[config.mk]
export PLATFORM = sky130hd
export DESIGN_NAME = afh_frame_handler
export DESIGN_NICKNAME = d
export VERILOG_FILES = /design/src/design/afh_resp_tx.v /design/src/design/afh_frame_handler.v
export VERILOG_INCLUDE_DIRS = /design/src /design/src/design
export SDC_FILE = /design/constraint.sdc
export NUM_CORES = 1
export LEC_CHECK = 0
export BUFFER_PORTS_ARGS = -buffer_cell sky130_fd_sc_hd__buf_2
export CAP_MARGIN = 5
export CORE_UTILIZATION = 45
export DETAILED_ROUTE_END_ITERATION = 12
export PLACE_DENSITY = 0.7
export SYNTH_ARGS = -nofsm -noshare
export SYNTH_HDL_FRONTEND = slang
export SYNTH_SLANG_ARGS = --single-unit
[constraint.sdc]
create_clock -name clk_i -period 12.28 [get_ports clk_i]
set_clock_uncertainty 0.15 [all_clocks]
set_input_delay 1.228 -clock clk_i [delete_from_list [all_inputs] [get_ports clk_i]]
set_output_delay 1.228 -clock clk_i [all_outputs]
set_load 0.02 [all_outputs]
[src/design/afh_defs.vh]
// Constants for the API command frame handler
`ifndef AFH_DEFS_VH
`define AFH_DEFS_VH

// ==================================================
// Framing
`define AFH_DELIM          8'h7E
`define AFH_CSUM_GOOD      8'hFF
`define AFH_BUF_DEPTH      32
`define AFH_BUF_DEPTH_6    6'h20
`define AFH_LEN_ZERO       6'h00

// ==================================================
// Frame types
`define AFH_TYPE_IMM       8'h08
`define AFH_TYPE_QUEUE     8'h09
`define AFH_TYPE_RESP      8'h88
`define AFH_TYPE_REMOTE    8'h17

// ==================================================
// Indices into the frame data buffer (frame offset minus 3), and minimum local and remote frame lengths
`define AFH_IX_TYPE        0
`define AFH_IX_ID          1
`define AFH_IX_CMD_HI      2
`define AFH_IX_CMD_LO      3
`define AFH_IX_PARAM       4
`define AFH_IX_ADDR        2
`define AFH_IX_RSV_HI      10
`define AFH_IX_RSV_LO      11
`define AFH_IX_OPT         12
`define AFH_IX_RCMD_HI     13
`define AFH_IX_RCMD_LO     14
`define AFH_LOC_MIN        6'h04
`define AFH_REM_MIN        6'h0F

// ==================================================
// Remote request fields
`define AFH_RSV_HI         8'hFF
`define AFH_RSV_LO         8'hFE
`define AFH_OPT_APPLY_BIT  1
`define AFH_BCAST_ADDR     64'h0000_0000_0000_FFFF

// ==================================================
// Response status codes
`define AFH_ST_OK          8'h00
`define AFH_ST_ERROR       8'h01
`define AFH_ST_BAD_CMD     8'h02
`define AFH_ST_BAD_PARAM   8'h03

// ==================================================
// Command names, limits and reset values
`define AFH_CMD_RATE       16'h4244
`define AFH_CMD_FRAMING    16'h4150
`define AFH_CMD_APPLY      16'h4143
`define AFH_CMD_DISCOVER   16'h4E44
`define AFH_RATE_MAX       8'h07
`define AFH_FRAMING_MAX    8'h02
`define AFH_RATE_RST       8'h03
`define AFH_FRAMING_RST    8'h01

// ==================================================
// Response serializer
`define AFH_RSP_LEN_HI     8'h00
`define AFH_RSP_LEN_NODATA 8'h05
`define AFH_RSP_LEN_DATA   8'h06
`define AFH_RSP_LAST_NODAT 4'h8
`define AFH_RSP_LAST_DATA  4'h9

`endif

[src/design/afh_resp_tx.v]
// Response frame serializer for the API command frame handler
`timescale 1ns/1ns

module afh_resp_tx (
  input  wire        clk_i,
  input  wire        reset_n_i,
  input  wire        start_i,
  input  wire [7:0]  id_i,
  input  wire [15:0] cmd_i,
  input  wire [7:0]  status_i,
  input  wire        has_data_i,
  input  wire [7:0]  data_i,
  input  wire        tx_ready_i,
  output reg  [7:0]  tx_data_o,
  output reg         tx_valid_o
);

`include "afh_defs.vh"

  reg  [3:0]  idx;
  reg  [7:0]  id;
  reg  [15:0] cmd;
  reg  [7:0]  st;
  reg         hd;
  reg  [7:0]  dat;
  reg  [7:0]  next_byte;
  wire [3:0]  nidx = idx + 4'h1;
  wire [3:0]  last = hd ? `AFH_RSP_LAST_DATA : `AFH_RSP_LAST_NODAT;
  wire [7:0]  dsum = hd ? dat : 8'h00;
  wire [7:0]  sum  = `AFH_TYPE_RESP + id + cmd[15:8] + cmd[7:0] + st + dsum;
  wire [7:0]  csum = `AFH_CSUM_GOOD - sum;

  // ==================================================
  // Byte at the next position
  always @* begin
    case (nidx)
      4'h1: next_byte = `AFH_RSP_LEN_HI;
      4'h2: next_byte = hd ? `AFH_RSP_LEN_DATA : `AFH_RSP_LEN_NODATA;
      4'h3: next_byte = `AFH_TYPE_RESP;
      4'h4: next_byte = id;
      4'h5: next_byte = cmd[15:8];
      4'h6: next_byte = cmd[7:0];
      4'h7: next_byte = st;
      4'h8: next_byte = hd ? dat : csum;
      default: next_byte = csum;
    endcase
  end

  // ==================================================
  // Holds each byte until taken
  always @(posedge clk_i or negedge reset_n_i) begin
    if (!reset_n_i) begin
      idx        <= 4'h0;
      id         <= 8'h00;
      cmd        <= 16'h0000;
      st         <= 8'h00;
      hd         <= 1'b0;
      dat        <= 8'h00;
      tx_data_o  <= 8'h00;
      tx_valid_o <= 1'b0;
    end else if (start_i && !tx_valid_o) begin
      idx        <= 4'h0;
      id         <= id_i;
      cmd        <= cmd_i;
      st         <= status_i;
      hd         <= has_data_i;
      dat        <= data_i;
      tx_data_o  <= `AFH_DELIM;
      tx_valid_o <= 1'b1;
    end else if (tx_valid_o && tx_ready_i) begin
      if (idx == last) begin
        tx_valid_o <= 1'b0;
      end else begin
        idx       <= nidx;
        tx_data_o <= next_byte;
      end
    end
  end

endmodule

[src/design/afh_frame_handler.v]
// API command frame parser and executor
`timescale 1ns/1ns

module afh_frame_handler (
  input  wire        clk_i,
  input  wire        reset_n_i,
  input  wire [7:0]  rx_data_i,
  input  wire        rx_valid_i,
  output reg         rx_ready_o,
  input  wire        tx_ready_i,
  output wire [7:0]  tx_data_o,
  output wire        tx_valid_o,
  output reg  [7:0]  serial_rate_o,
  output reg  [7:0]  api_framing_o,
  output reg         pending_o,
  output reg         discovery_o,
  output reg         frame_error_o,
  output reg         remote_valid_o,
  output reg  [7:0]  remote_frame_id_o,
  output reg  [63:0] remote_addr_o,
  output reg         remote_broadcast_o,
  output reg         remote_apply_o,
  output reg  [15:0] remote_cmd_o,
  output reg         remote_has_param_o,
  output reg  [7:0]  remote_param_o
);

`include "afh_defs.vh"

  localparam [2:0] ST_HUNT   = 3'h0;
  localparam [2:0] ST_LEN_HI = 3'h1;
  localparam [2:0] ST_LEN_LO = 3'h2;
  localparam [2:0] ST_DATA   = 3'h3;
  localparam [2:0] ST_CSUM   = 3'h4;
  localparam [2:0] ST_EXEC   = 3'h5;
  localparam [2:0] ST_TX     = 3'h6;

  // ==================================================
  // Parameter helpers
  function known_param;
    input [15:0] c;
    begin
      known_param = (c == `AFH_CMD_RATE) || (c == `AFH_CMD_FRAMING);
    end
  endfunction

  function [7:0] param_max;
    input [15:0] c;
    begin
      param_max = (c == `AFH_CMD_RATE) ? `AFH_RATE_MAX : `AFH_FRAMING_MAX;
    end
  endfunction

  reg  [2:0]  state;
  reg  [7:0]  len_hi;
  reg  [5:0]  flen;
  reg  [5:0]  cnt;
  reg  [7:0]  sum;
  reg  [7:0]  fbuf [0:`AFH_BUF_DEPTH-1];
  reg  [7:0]  pend_rate;
  reg  [7:0]  pend_framing;
  reg         pend_rate_f;
  reg         pend_framing_f;
  reg         tx_start;
  reg  [7:0]  tx_id;
  reg  [15:0] tx_cmd;
  reg  [7:0]  tx_status;
  reg         tx_has_data;
  reg  [7:0]  tx_value;

  wire        take    = rx_valid_i && rx_ready_o;
  wire [7:0]  ftype   = fbuf[`AFH_IX_TYPE];
  wire [7:0]  fid     = fbuf[`AFH_IX_ID];
  wire [15:0] fcmd    = {fbuf[`AFH_IX_CMD_HI], fbuf[`AFH_IX_CMD_LO]};
  wire [5:0]  last_ix = flen - 6'h01;
  wire [7:0]  fval    = fbuf[last_ix[4:0]];
  wire [15:0] rcmd    = {fbuf[`AFH_IX_RCMD_HI], fbuf[`AFH_IX_RCMD_LO]};
  wire [15:0] new_len = {len_hi, rx_data_i};
  // Both local types share one layout
  wire        is_local  = ((ftype == `AFH_TYPE_IMM) ||
                           (ftype == `AFH_TYPE_QUEUE)) &&
                          (flen >= `AFH_LOC_MIN);
  wire        is_remote = (ftype == `AFH_TYPE_REMOTE) &&
                          (flen >= `AFH_REM_MIN) &&
                          (fbuf[`AFH_IX_RSV_HI] == `AFH_RSV_HI) &&
                          (fbuf[`AFH_IX_RSV_LO] == `AFH_RSV_LO);
  // Any bytes past the name are a value
  wire        has_param = flen > `AFH_LOC_MIN;

  // ==================================================
  // Upper value bytes must be zero for 8-bit settings
  reg         hi_nz;
  reg  [63:0] addr;
  integer     i;

  always @* begin
    hi_nz = 1'b0;
    addr  = 64'h0000_0000_0000_0000;
    for (i = `AFH_IX_PARAM; i < `AFH_BUF_DEPTH; i = i + 1) begin
      if (i + 1 < flen) begin
        hi_nz = hi_nz | (fbuf[i] != 8'h00);
      end
    end
    for (i = 0; i < 8; i = i + 1) begin
      addr = {addr[55:0], fbuf[`AFH_IX_ADDR + i]};
    end
  end

  wire val_ok = !hi_nz && (fval <= param_max(fcmd));

  // ==================================================
  // Frame data store; plain memory, no reset needed
  always @(posedge clk_i) begin
    if (take && (state == ST_DATA)) begin
      fbuf[cnt[4:0]] <= rx_data_i;
    end
  end

  // ==================================================
  // Parser and executor
  always @(posedge clk_i or negedge reset_n_i) begin
    if (!reset_n_i) begin
      state              <= ST_HUNT;
      len_hi             <= 8'h00;
      flen               <= 6'h00;
      cnt                <= 6'h00;
      sum                <= 8'h00;
      rx_ready_o         <= 1'b1;
      serial_rate_o      <= `AFH_RATE_RST;
      api_framing_o      <= `AFH_FRAMING_RST;
      pend_rate          <= `AFH_RATE_RST;
      pend_framing       <= `AFH_FRAMING_RST;
      pend_rate_f        <= 1'b0;
      pend_framing_f     <= 1'b0;
      pending_o          <= 1'b0;
      discovery_o        <= 1'b0;
      frame_error_o      <= 1'b0;
      remote_valid_o     <= 1'b0;
      remote_frame_id_o  <= 8'h00;
      remote_addr_o      <= 64'h0000_0000_0000_0000;
      remote_broadcast_o <= 1'b0;
      remote_apply_o     <= 1'b0;
      remote_cmd_o       <= 16'h0000;
      remote_has_param_o <= 1'b0;
      remote_param_o     <= 8'h00;
      tx_start           <= 1'b0;
      tx_id              <= 8'h00;
      tx_cmd             <= 16'h0000;
      tx_status          <= `AFH_ST_OK;
      tx_has_data        <= 1'b0;
      tx_value           <= 8'h00;
    end else begin
      discovery_o    <= 1'b0;
      frame_error_o  <= 1'b0;
      remote_valid_o <= 1'b0;
      tx_start       <= 1'b0;
      pending_o      <= pend_rate_f || pend_framing_f;
      case (state)
        ST_HUNT: begin
          if (take && (rx_data_i == `AFH_DELIM)) begin
            state <= ST_LEN_HI;
          end
        end
        ST_LEN_HI: begin
          if (take) begin
            len_hi <= rx_data_i;
            state  <= ST_LEN_LO;
          end
        end
        ST_LEN_LO: begin
          // Oversize or empty frames are dropped
          if (take) begin
            if ((new_len == 16'h0000) ||
                (new_len > {10'h000, `AFH_BUF_DEPTH_6})) begin
              frame_error_o <= 1'b1;
              state         <= ST_HUNT;
            end else begin
              flen  <= new_len[5:0];
              cnt   <= `AFH_LEN_ZERO;
              sum   <= 8'h00;
              state <= ST_DATA;
            end
          end
        end
        ST_DATA: begin
          if (take) begin
            sum <= sum + rx_data_i;
            cnt <= cnt + 6'h01;
            if (cnt == last_ix) begin
              state <= ST_CSUM;
            end
          end
        end
        ST_CSUM: begin
          // Sum including checksum must be 0xFF
          if (take) begin
            if ((sum + rx_data_i) == `AFH_CSUM_GOOD) begin
              rx_ready_o <= 1'b0;
              state      <= ST_EXEC;
            end else begin
              frame_error_o <= 1'b1;
              state         <= ST_HUNT;
            end
          end
        end
        ST_EXEC: begin
          tx_id       <= fid;
          tx_cmd      <= fcmd;
          tx_has_data <= 1'b0;
          tx_value    <= 8'h00;
          tx_status   <= `AFH_ST_OK;
          state       <= ST_HUNT;
          rx_ready_o  <= 1'b1;
          if (is_local) begin
            if (ftype == `AFH_TYPE_IMM) begin
              if (pend_rate_f) serial_rate_o <= pend_rate;
              if (pend_framing_f) api_framing_o <= pend_framing;
              pend_rate_f    <= 1'b0;
              pend_framing_f <= 1'b0;
            end
            // Name read from offsets 5 and 6
            if (fcmd == `AFH_CMD_APPLY) begin
              if (has_param) begin
                tx_status <= `AFH_ST_ERROR;
              end else begin
                if (pend_rate_f) serial_rate_o <= pend_rate;
                if (pend_framing_f) api_framing_o <= pend_framing;
                pend_rate_f    <= 1'b0;
                pend_framing_f <= 1'b0;
              end
            end else if (fcmd == `AFH_CMD_DISCOVER) begin
              discovery_o <= 1'b1;
            end else if (!known_param(fcmd)) begin
              tx_status <= `AFH_ST_BAD_CMD;
            end else if (!has_param) begin
              // Query returns live value at once
              tx_has_data <= 1'b1;
              tx_value    <= (fcmd == `AFH_CMD_RATE) ?
                             serial_rate_o : api_framing_o;
            end else if (!val_ok) begin
              tx_status <= `AFH_ST_BAD_PARAM;
            end else if (ftype == `AFH_TYPE_QUEUE) begin
              if (fcmd == `AFH_CMD_RATE) begin
                pend_rate   <= fval;
                pend_rate_f <= 1'b1;
              end else begin
                pend_framing   <= fval;
                pend_framing_f <= 1'b1;
              end
            end else if (fcmd == `AFH_CMD_RATE) begin
              serial_rate_o <= fval;
            end else begin
              api_framing_o <= fval;
            end
            // Zero frame id gets no reply
            if (fid != 8'h00) begin
              tx_start   <= 1'b1;
              rx_ready_o <= 1'b0;
              state      <= ST_TX;
            end
          end else if (is_remote) begin
            remote_valid_o     <= 1'b1;
            remote_frame_id_o  <= fid;
            remote_addr_o      <= addr;
            remote_broadcast_o <= (addr == `AFH_BCAST_ADDR);
            // Only the apply option bit is used
            remote_apply_o     <= fbuf[`AFH_IX_OPT][`AFH_OPT_APPLY_BIT];
            remote_cmd_o       <= rcmd;
            remote_has_param_o <= flen > `AFH_REM_MIN;
            remote_param_o     <= fval;
          end
        end
        ST_TX: begin
          // Wait for the reply to leave
          if (!tx_start && !tx_valid_o) begin
            rx_ready_o <= 1'b1;
            state      <= ST_HUNT;
          end
        end
        default: begin
          rx_ready_o <= 1'b1;
          state      <= ST_HUNT;
        end
      endcase
    end
  end

  // ==================================================
  // Reply serializer
  afh_resp_tx u_tx (
    .clk_i      (clk_i),
    .reset_n_i  (reset_n_i),
    .start_i    (tx_start),
    .id_i       (tx_id),
    .cmd_i      (tx_cmd),
    .status_i   (tx_status),
    .has_data_i (tx_has_data),
    .data_i     (tx_value),
    .tx_ready_i (tx_ready_i),
    .tx_data_o  (tx_data_o),
    .tx_valid_o (tx_valid_o)
  );

endmodule

Word-level counts from Yosys, hierarchy flattened
Memories as Yosys holds them, arrays and structs flattened.
Index checks and enable logic that the tools add are counted.
- register bits: 265
- latch bits: 0
- bits in writable memories: 256
- ROM bits: 0
- input port bits: 12
- output and inout bits: 129
- logic and storage cells: 361
- memories: 1
- add/subtract/negate cells: 10
- multipliers: 0
- div/mod/pow operators: 0
- order comparisons: 34
- equality and inequality tests: 38
- shift operators: 0
- multiplexer cells: 144
- bitwise gates (word level): 33
- reduce and logical (&&, ||, !) cells: 64
- memory list (name ; words ; bits a word ; rd ports ; clocked after memory_dff ; write ports ; line ; text):
    fbuf ; 32 ; 8 ; 33 ; 0 ; 1 ; afh_frame_handler.v:59 ; reg [7:0] fbuf [0:`AFH_BUF_DEPTH-1];
- operators with widths (kind ; count):
    2-to-1 mux 8 bit ; 38
    nonzero test 8 bit ; 29
    less-than comparator 5 x 6 -> 1 bit, first input constant ; 16
    2-to-1 mux 1 bit ; 77
    equality test 16 x 15 -> 1 bit, second input constant ; 4
    equality test 64 x 16 -> 1 bit, second input constant ; 1
    one-hot mux 8 bit (8 select lines) ; 1
    less-than comparator 4 x 6 -> 1 bit, first input constant ; 8
    adder 8 bit ; 5
    2-to-1 mux 3 bit ; 11
    OR 1 bit ; 27
    equality test 8 bit, second input constant ; 3
    one-hot mux 3 bit (7 select lines) ; 1
    less-than comparator 3 x 6 -> 1 bit, first input constant ; 3
    2-to-1 mux 6 bit ; 3
    AND reduction 9 bit ; 2
    equality test 4 x 3 -> 1 bit, second input constant ; 4
    equality test 8 x 4 -> 1 bit, second input constant ; 2
    > comparator 16 x 6 -> 1 bit, second input constant ; 1
    zero test 16 bit ; 1
    inequality test 2 bit, second input constant ; 8
    one-hot mux 8 bit (2 select lines) ; 1
    2-to-1 mux 2 bit ; 6
    2-to-1 mux 4 bit ; 3
    36 further kinds ; 68

Logic depth before layout (Yosys ltp)
An unclocked memory read counts as a cell.
- word-level depth: 65
- mapped depth: 20
- mapped depth without buffers: 14

Hierarchy
A second synthesis with hierarchy kept.
- cells, all modules: 1983
- area, all modules: 23775.3 sq um
- by module, submodules not included (module ; times used ; cells an instance ; area each (sq um)):
    afh_frame_handler ; 1 ; 1577 ; 20149.3
    afh_resp_tx ; 1 ; 406 ; 3626.0

Least setup slack after synthesis
Ideal clock, no wire load.
- kind: reg2reg
- from: reg flen[0]
- to: reg pend_rate[2]
- library setup time: 0.125 ns
- arrival time: 5.223 ns
- required time: 12.005 ns
- setup slack: 6.782 ns
- cell stages (with the launch flop): 20
- path buffers: 8
- cell sequence: dfrtp_1 -> buf_2 -> inv_1 -> buf_1 -> ha_1 -> buf_2 -> buf_4 -> buf_4 -> buf_4 -> buf_4 -> buf_2 -> mux4_2 -> mux4_2 -> mux2_2 -> ha_1 -> and3_1 -> o2111ai_4 -> nand2b_4 -> nor4_4 -> mux2_4
- RTL lines (element ; line ; text):
    start, declared ; afh_frame_handler.v:56 ; reg [5:0] flen;
    start signal, assigned ; afh_frame_handler.v:178 ; flen <= new_len[5:0];
    subtractor 6 x 1 -> 6 bit * ; afh_frame_handler.v:75 ; wire [5:0] last_ix = flen - 6'h01;
    memory (32 x 8 bit) * ; -- ;
    net fval[2] ; afh_frame_handler.v:76 ; wire [7:0] fval = fbuf[last_ix[4:0]];
    less-or-equal comparator 8 x 3 -> 1 bit ; afh_frame_handler.v:109 ; wire val_ok = !hi_nz && (fval <= param_max(fcmd));
    logical AND 1 bit ; afh_frame_handler.v:109 ;
    AND reduction 9 bit (no line) ; -- ;
    end signal, assigned ; afh_frame_handler.v:131 ; pend_rate <= `AFH_RATE_RST;
    end signal, assigned ; afh_frame_handler.v:244 ; pend_rate <= fval;
    end, declared ; afh_frame_handler.v:60 ; reg [7:0] pend_rate;
The timed path passes the listed nets; every way through them passes the cells marked *.
A chain may end at the register's enable or synchronous reset.

Worst setup path in the final report
- from: reg flen[1]
- to: reg pend_rate[2]
- cells in the longest elaborated chain, start to end: 59
- ends and longest elaborated chain (element ; line ; text):
    less-than comparator 3 x 6 -> 1 bit ; afh_frame_handler.v:100 ; if (i + 1 < flen) begin
    2-to-1 mux 1 bit ; afh_frame_handler.v:100 ;
    OR 1 bit ; afh_frame_handler.v:101 ; hi_nz = hi_nz | (fbuf[i] != 8'h00);
    2-to-1 mux 1 bit ; afh_frame_handler.v:100 ;
    OR 1 bit ; afh_frame_handler.v:101 ;
    2-to-1 mux 1 bit ; afh_frame_handler.v:100 ;
    OR 1 bit ; afh_frame_handler.v:101 ;
    2-to-1 mux 1 bit ; afh_frame_handler.v:100 ;
    [43 not listed] ; -- ;
    2-to-1 mux 1 bit ; afh_frame_handler.v:100 ;
    OR 1 bit ; afh_frame_handler.v:101 ;
    2-to-1 mux 1 bit ; afh_frame_handler.v:100 ;
    OR 1 bit ; afh_frame_handler.v:101 ;
    2-to-1 mux 1 bit ; afh_frame_handler.v:100 ;
    zero test 1 bit ; afh_frame_handler.v:109 ;
    logical AND 1 bit ; afh_frame_handler.v:109 ;
    AND reduction 9 bit (no line) ; -- ;
Several ways; a longest one is shown, not always the timed one.

==> flow_summary.yaml <==
status:
  status: "completed"
sta:
  fin_crit_ns: 5.80
  fmax_mhz: 173
  setup_viol: 0
  hold_viol: 0
  final_max_slew_viol_count: 0
  timing.hold.ws_ns: 0.312
  tns_ns: 0
  rsz0062_at_grt: "no"
  tightest_slew_ns: 1.11
  fin_crit_sh_pct: 47.2
  relSlewSlack_pct: 25.4
finish:
  drive_above_1_share_pct: 18.3
  area_growth_pct: 13.2
  antenna_cells: 0
  fin_nets: 2083
clock_tree:
  cts_tree: "built"
  post_cts_resized: 0
  numCtsBuffers: 50
  clockBufferDepth: 3
  root_buffer: "clkbuf_16"
  insertion_delay_ns: 0.60
  clk_pin_slew_worst_paths_ns: 0.07
  post_cts_buffers: 0
  htree_levels: 2
  cts_hold_buf: 0
  cts.sinks: 509
drt:
  wirelength_um: 63900
  routedWlPerCell_um: 23.4
  vias: 16100
  first_pass_iters: 5
  drt_iter0_drc: 1751
  viasPerCell: 5.90
  drc_errors: 0
  ant_nets: 0
pwr:
  p_comb_share_pct: 6.5
  netSwitchingFraction_pct: 23.7
  clkPwrFrac_pct: 43.4
  leakagePower_nw: 10.9
  internal_power_w: 0.00280
  switching_power_w: 0.000869
  ir_drop_mv: 0.0981
  power.density_nw_per_um2: 140
  p_seq_share_pct: 50.2
logic_synthesis:
  synth.most_common_cell: "nand2_1"
  ys_ff_latch: 509
  syn_nets: 1951
  ys_seq_area_share_pct: 60.6
  synth_area_um2: 23200
  synthCells: 1886
  async_flop_share_pct: 49.7
  synth_edf_count: 256
  ys_warn_count: 0
  synthTopCellsByCount: "nand2_1 (467), edfxtp_1 (256), dfrtp_1 (246)"
  yosysTopAreaCell: "edfxtp_1"
  yosys.area.top_type_share_pct: 33.2
  synth_area_leaders: "edfxtp_1 (33%), dfrtp_1 (27%), nand2_1 (7.6%)"
  yosysUniqueCellTypes: 86
  avgSynthCellArea_um2: 12.3
  synthFlopType: "edfxtp_1"
setup_path:
  cp_num_cells: 13
  worstPathArrival_ns: 6.13
  reg2reg_slack_ns: 6.48
  worstPathRequired_ns: 12.61
  path_class: "reg2reg"
  critical-path-max-stage-delay_ns: 0.71
  r2r_cells: 13
  regToRegEndpoint: "pend_rate[2]"
  crit_family: "multiplexers"
  crit_fanout: 43
  cpMaxStageDelayCell: "ha_4"
  cp-start-kind: "register"
  crit_buf_inv: 3
  crit_start: "flen[1]"
  rr_startpoint: "flen[1]"
  crit_end: "pend_rate[2]"
  end_kind: "register"
  path_cells: "inv_1 > ha_4 > buf_4 > mux4_2 > mux4_2 > mux2i_1 > ha_1 > inv_1 > a31oi_4 > o2111ai_4 > nand2b_4 > nor4_4 > mux2_4"
place:
  io_buffers: 140
  gp_congestion: 0.958
  hpwl_um: 43900
job:
  maxCapViolCount: 0
grt:
  grt_pass1_vias: 16200
  antenna_found_initial: 1
  grt_remaining_overflow: 0
  track_usage_pct: 24.5
  grt_max_degree: 107
  grt_pass1_wl_um: 98200
worst_hold_path:
  hp-class: "reg2reg"
  hp-start: "remote_addr_o[8]"
floorplan:
  io_pins: 141
  core_um2: 50500
  die_w_um: 229
  initial_core_util_pct: 45.9
  die-area_um2: 52400
  rows: 82
  die_h_um: 229
## cell families after synthesis
family,after synthesis,synth area share [%]
simple gates,768,15.1
flops,509,60.6
compound gates,230,6.57
mux,163,10.5
buf+inv,126,2.38
fa+ha+maj,53,3.38
xor+xnor,37,1.46
## cell type report
cell class | instances | area [µm²]
Clock buffer | 63 | 1350
Sequential cell | 509 | 14000
Inverter | 45 | 169
Fill cell | 4275 | 24300
Clock inverter | 31 | 353
Tap cell | 672 | 841
Timing Repair Buffer | 161 | 868
Multi-Input combinational cell | 1251 | 8610
## power groups by stage
stage | combinational, W | sequential (W) | clock, W
finish | 0.000238 | 0.00184 | 0.00159
global route | 0.000264 | 0.00184 | 0.00168
CTS | 0.000239 | 0.00184 | 0.00161
detailed placement | 0.000238 | 0.00188 | 0
global placement | 0.000235 | 0.00187 | 0
floorplan | 0.000126 | 0.00188 | 0
## sequential cells by signal, summed over array words and instances, names as in the netlist, 2 cells and up
name	cells
api_framing_o	8
cnt	6
fbuf	256
flen	6
len_hi	8
pend_framing	8
pend_rate	8
remote_addr_o	64
remote_cmd_o	16
remote_frame_id_o	8
remote_param_o	8
serial_rate_o	8
state	3
sum	8
tx_cmd	16
tx_id	8
tx_status	2
tx_value	8
u_tx.cmd	16
u_tx.dat	8
u_tx.id	8
u_tx.idx	4
u_tx.st	2
u_tx.tx_data_o	8
## routing by layer
metal	GRT usage (%)	vias up	part of all wire [%]
met2	40.7	709	49
met4	9.92	2	3.8
met1	32.2	8105	40
met5	0	-	0.020
met3	4.00	167	7.2
li1	-	7129	-
## metrics by stage
step           util [%]  instances  total power, W  setup WS [ns]  cell area, µm²
4_1_cts            51.9       2732         0.00369           6.57           26200
5_1_grt            51.9       2732         0.00378           6.27           26200
3_5_place_dp       48.6       2638         0.00211           6.59           24500
2_1_floorplan         -       1886         0.00201           6.78           23200
3_3_place_gp       48.6       2638         0.00211           6.67           24500
6_report           51.9       2732         0.00367           6.48           26200
## cells in the final DEF, fill, tap and decap left out, drive strengths merged, types with 23 or more instances in the layout
cell,n
mux4,59
nor4,69
mux2i,60
o21ai,91
edfxtp,256
clkbuf,63
buf,161
dfrtp,246
nor2,99
xnor2,23
inv,48
nand2,467
mux2,44
a22oi,35
ha,37
a21oi,23
## worst min path at each step
| stage | endpoint | slack [ns] | depth (start not counted) |
|---|---|---|---|
| after floorplan | u_tx.cmd[10] | 0.28 | 2 |
| after global placement | u_tx.cmd[11] | 0.29 | 2 |
| after detailed placement | remote_addr_o[8] | 0.30 | 2 |
| after CTS | remote_addr_o[8] | 0.31 | 2 |
| after global routing | remote_addr_o[37] | 0.34 | 2 |
| final | remote_addr_o[8] | 0.31 | 2 |
## worst reg2reg max path, stage by stage, from the launching register on
cell	delay [ns]
dfrtp_1	0.64
inv_1	0.19
ha_4	0.71
buf_4	0.64
mux4_2	0.44
mux4_2	0.53
mux2i_1	0.53
ha_1	0.25
inv_1	0.06
a31oi_4	0.18
o2111ai_4	0.23
nand2b_4	0.25
nor4_4	0.52
mux2_4	0.35
Power figures use the tool's default switching activity.
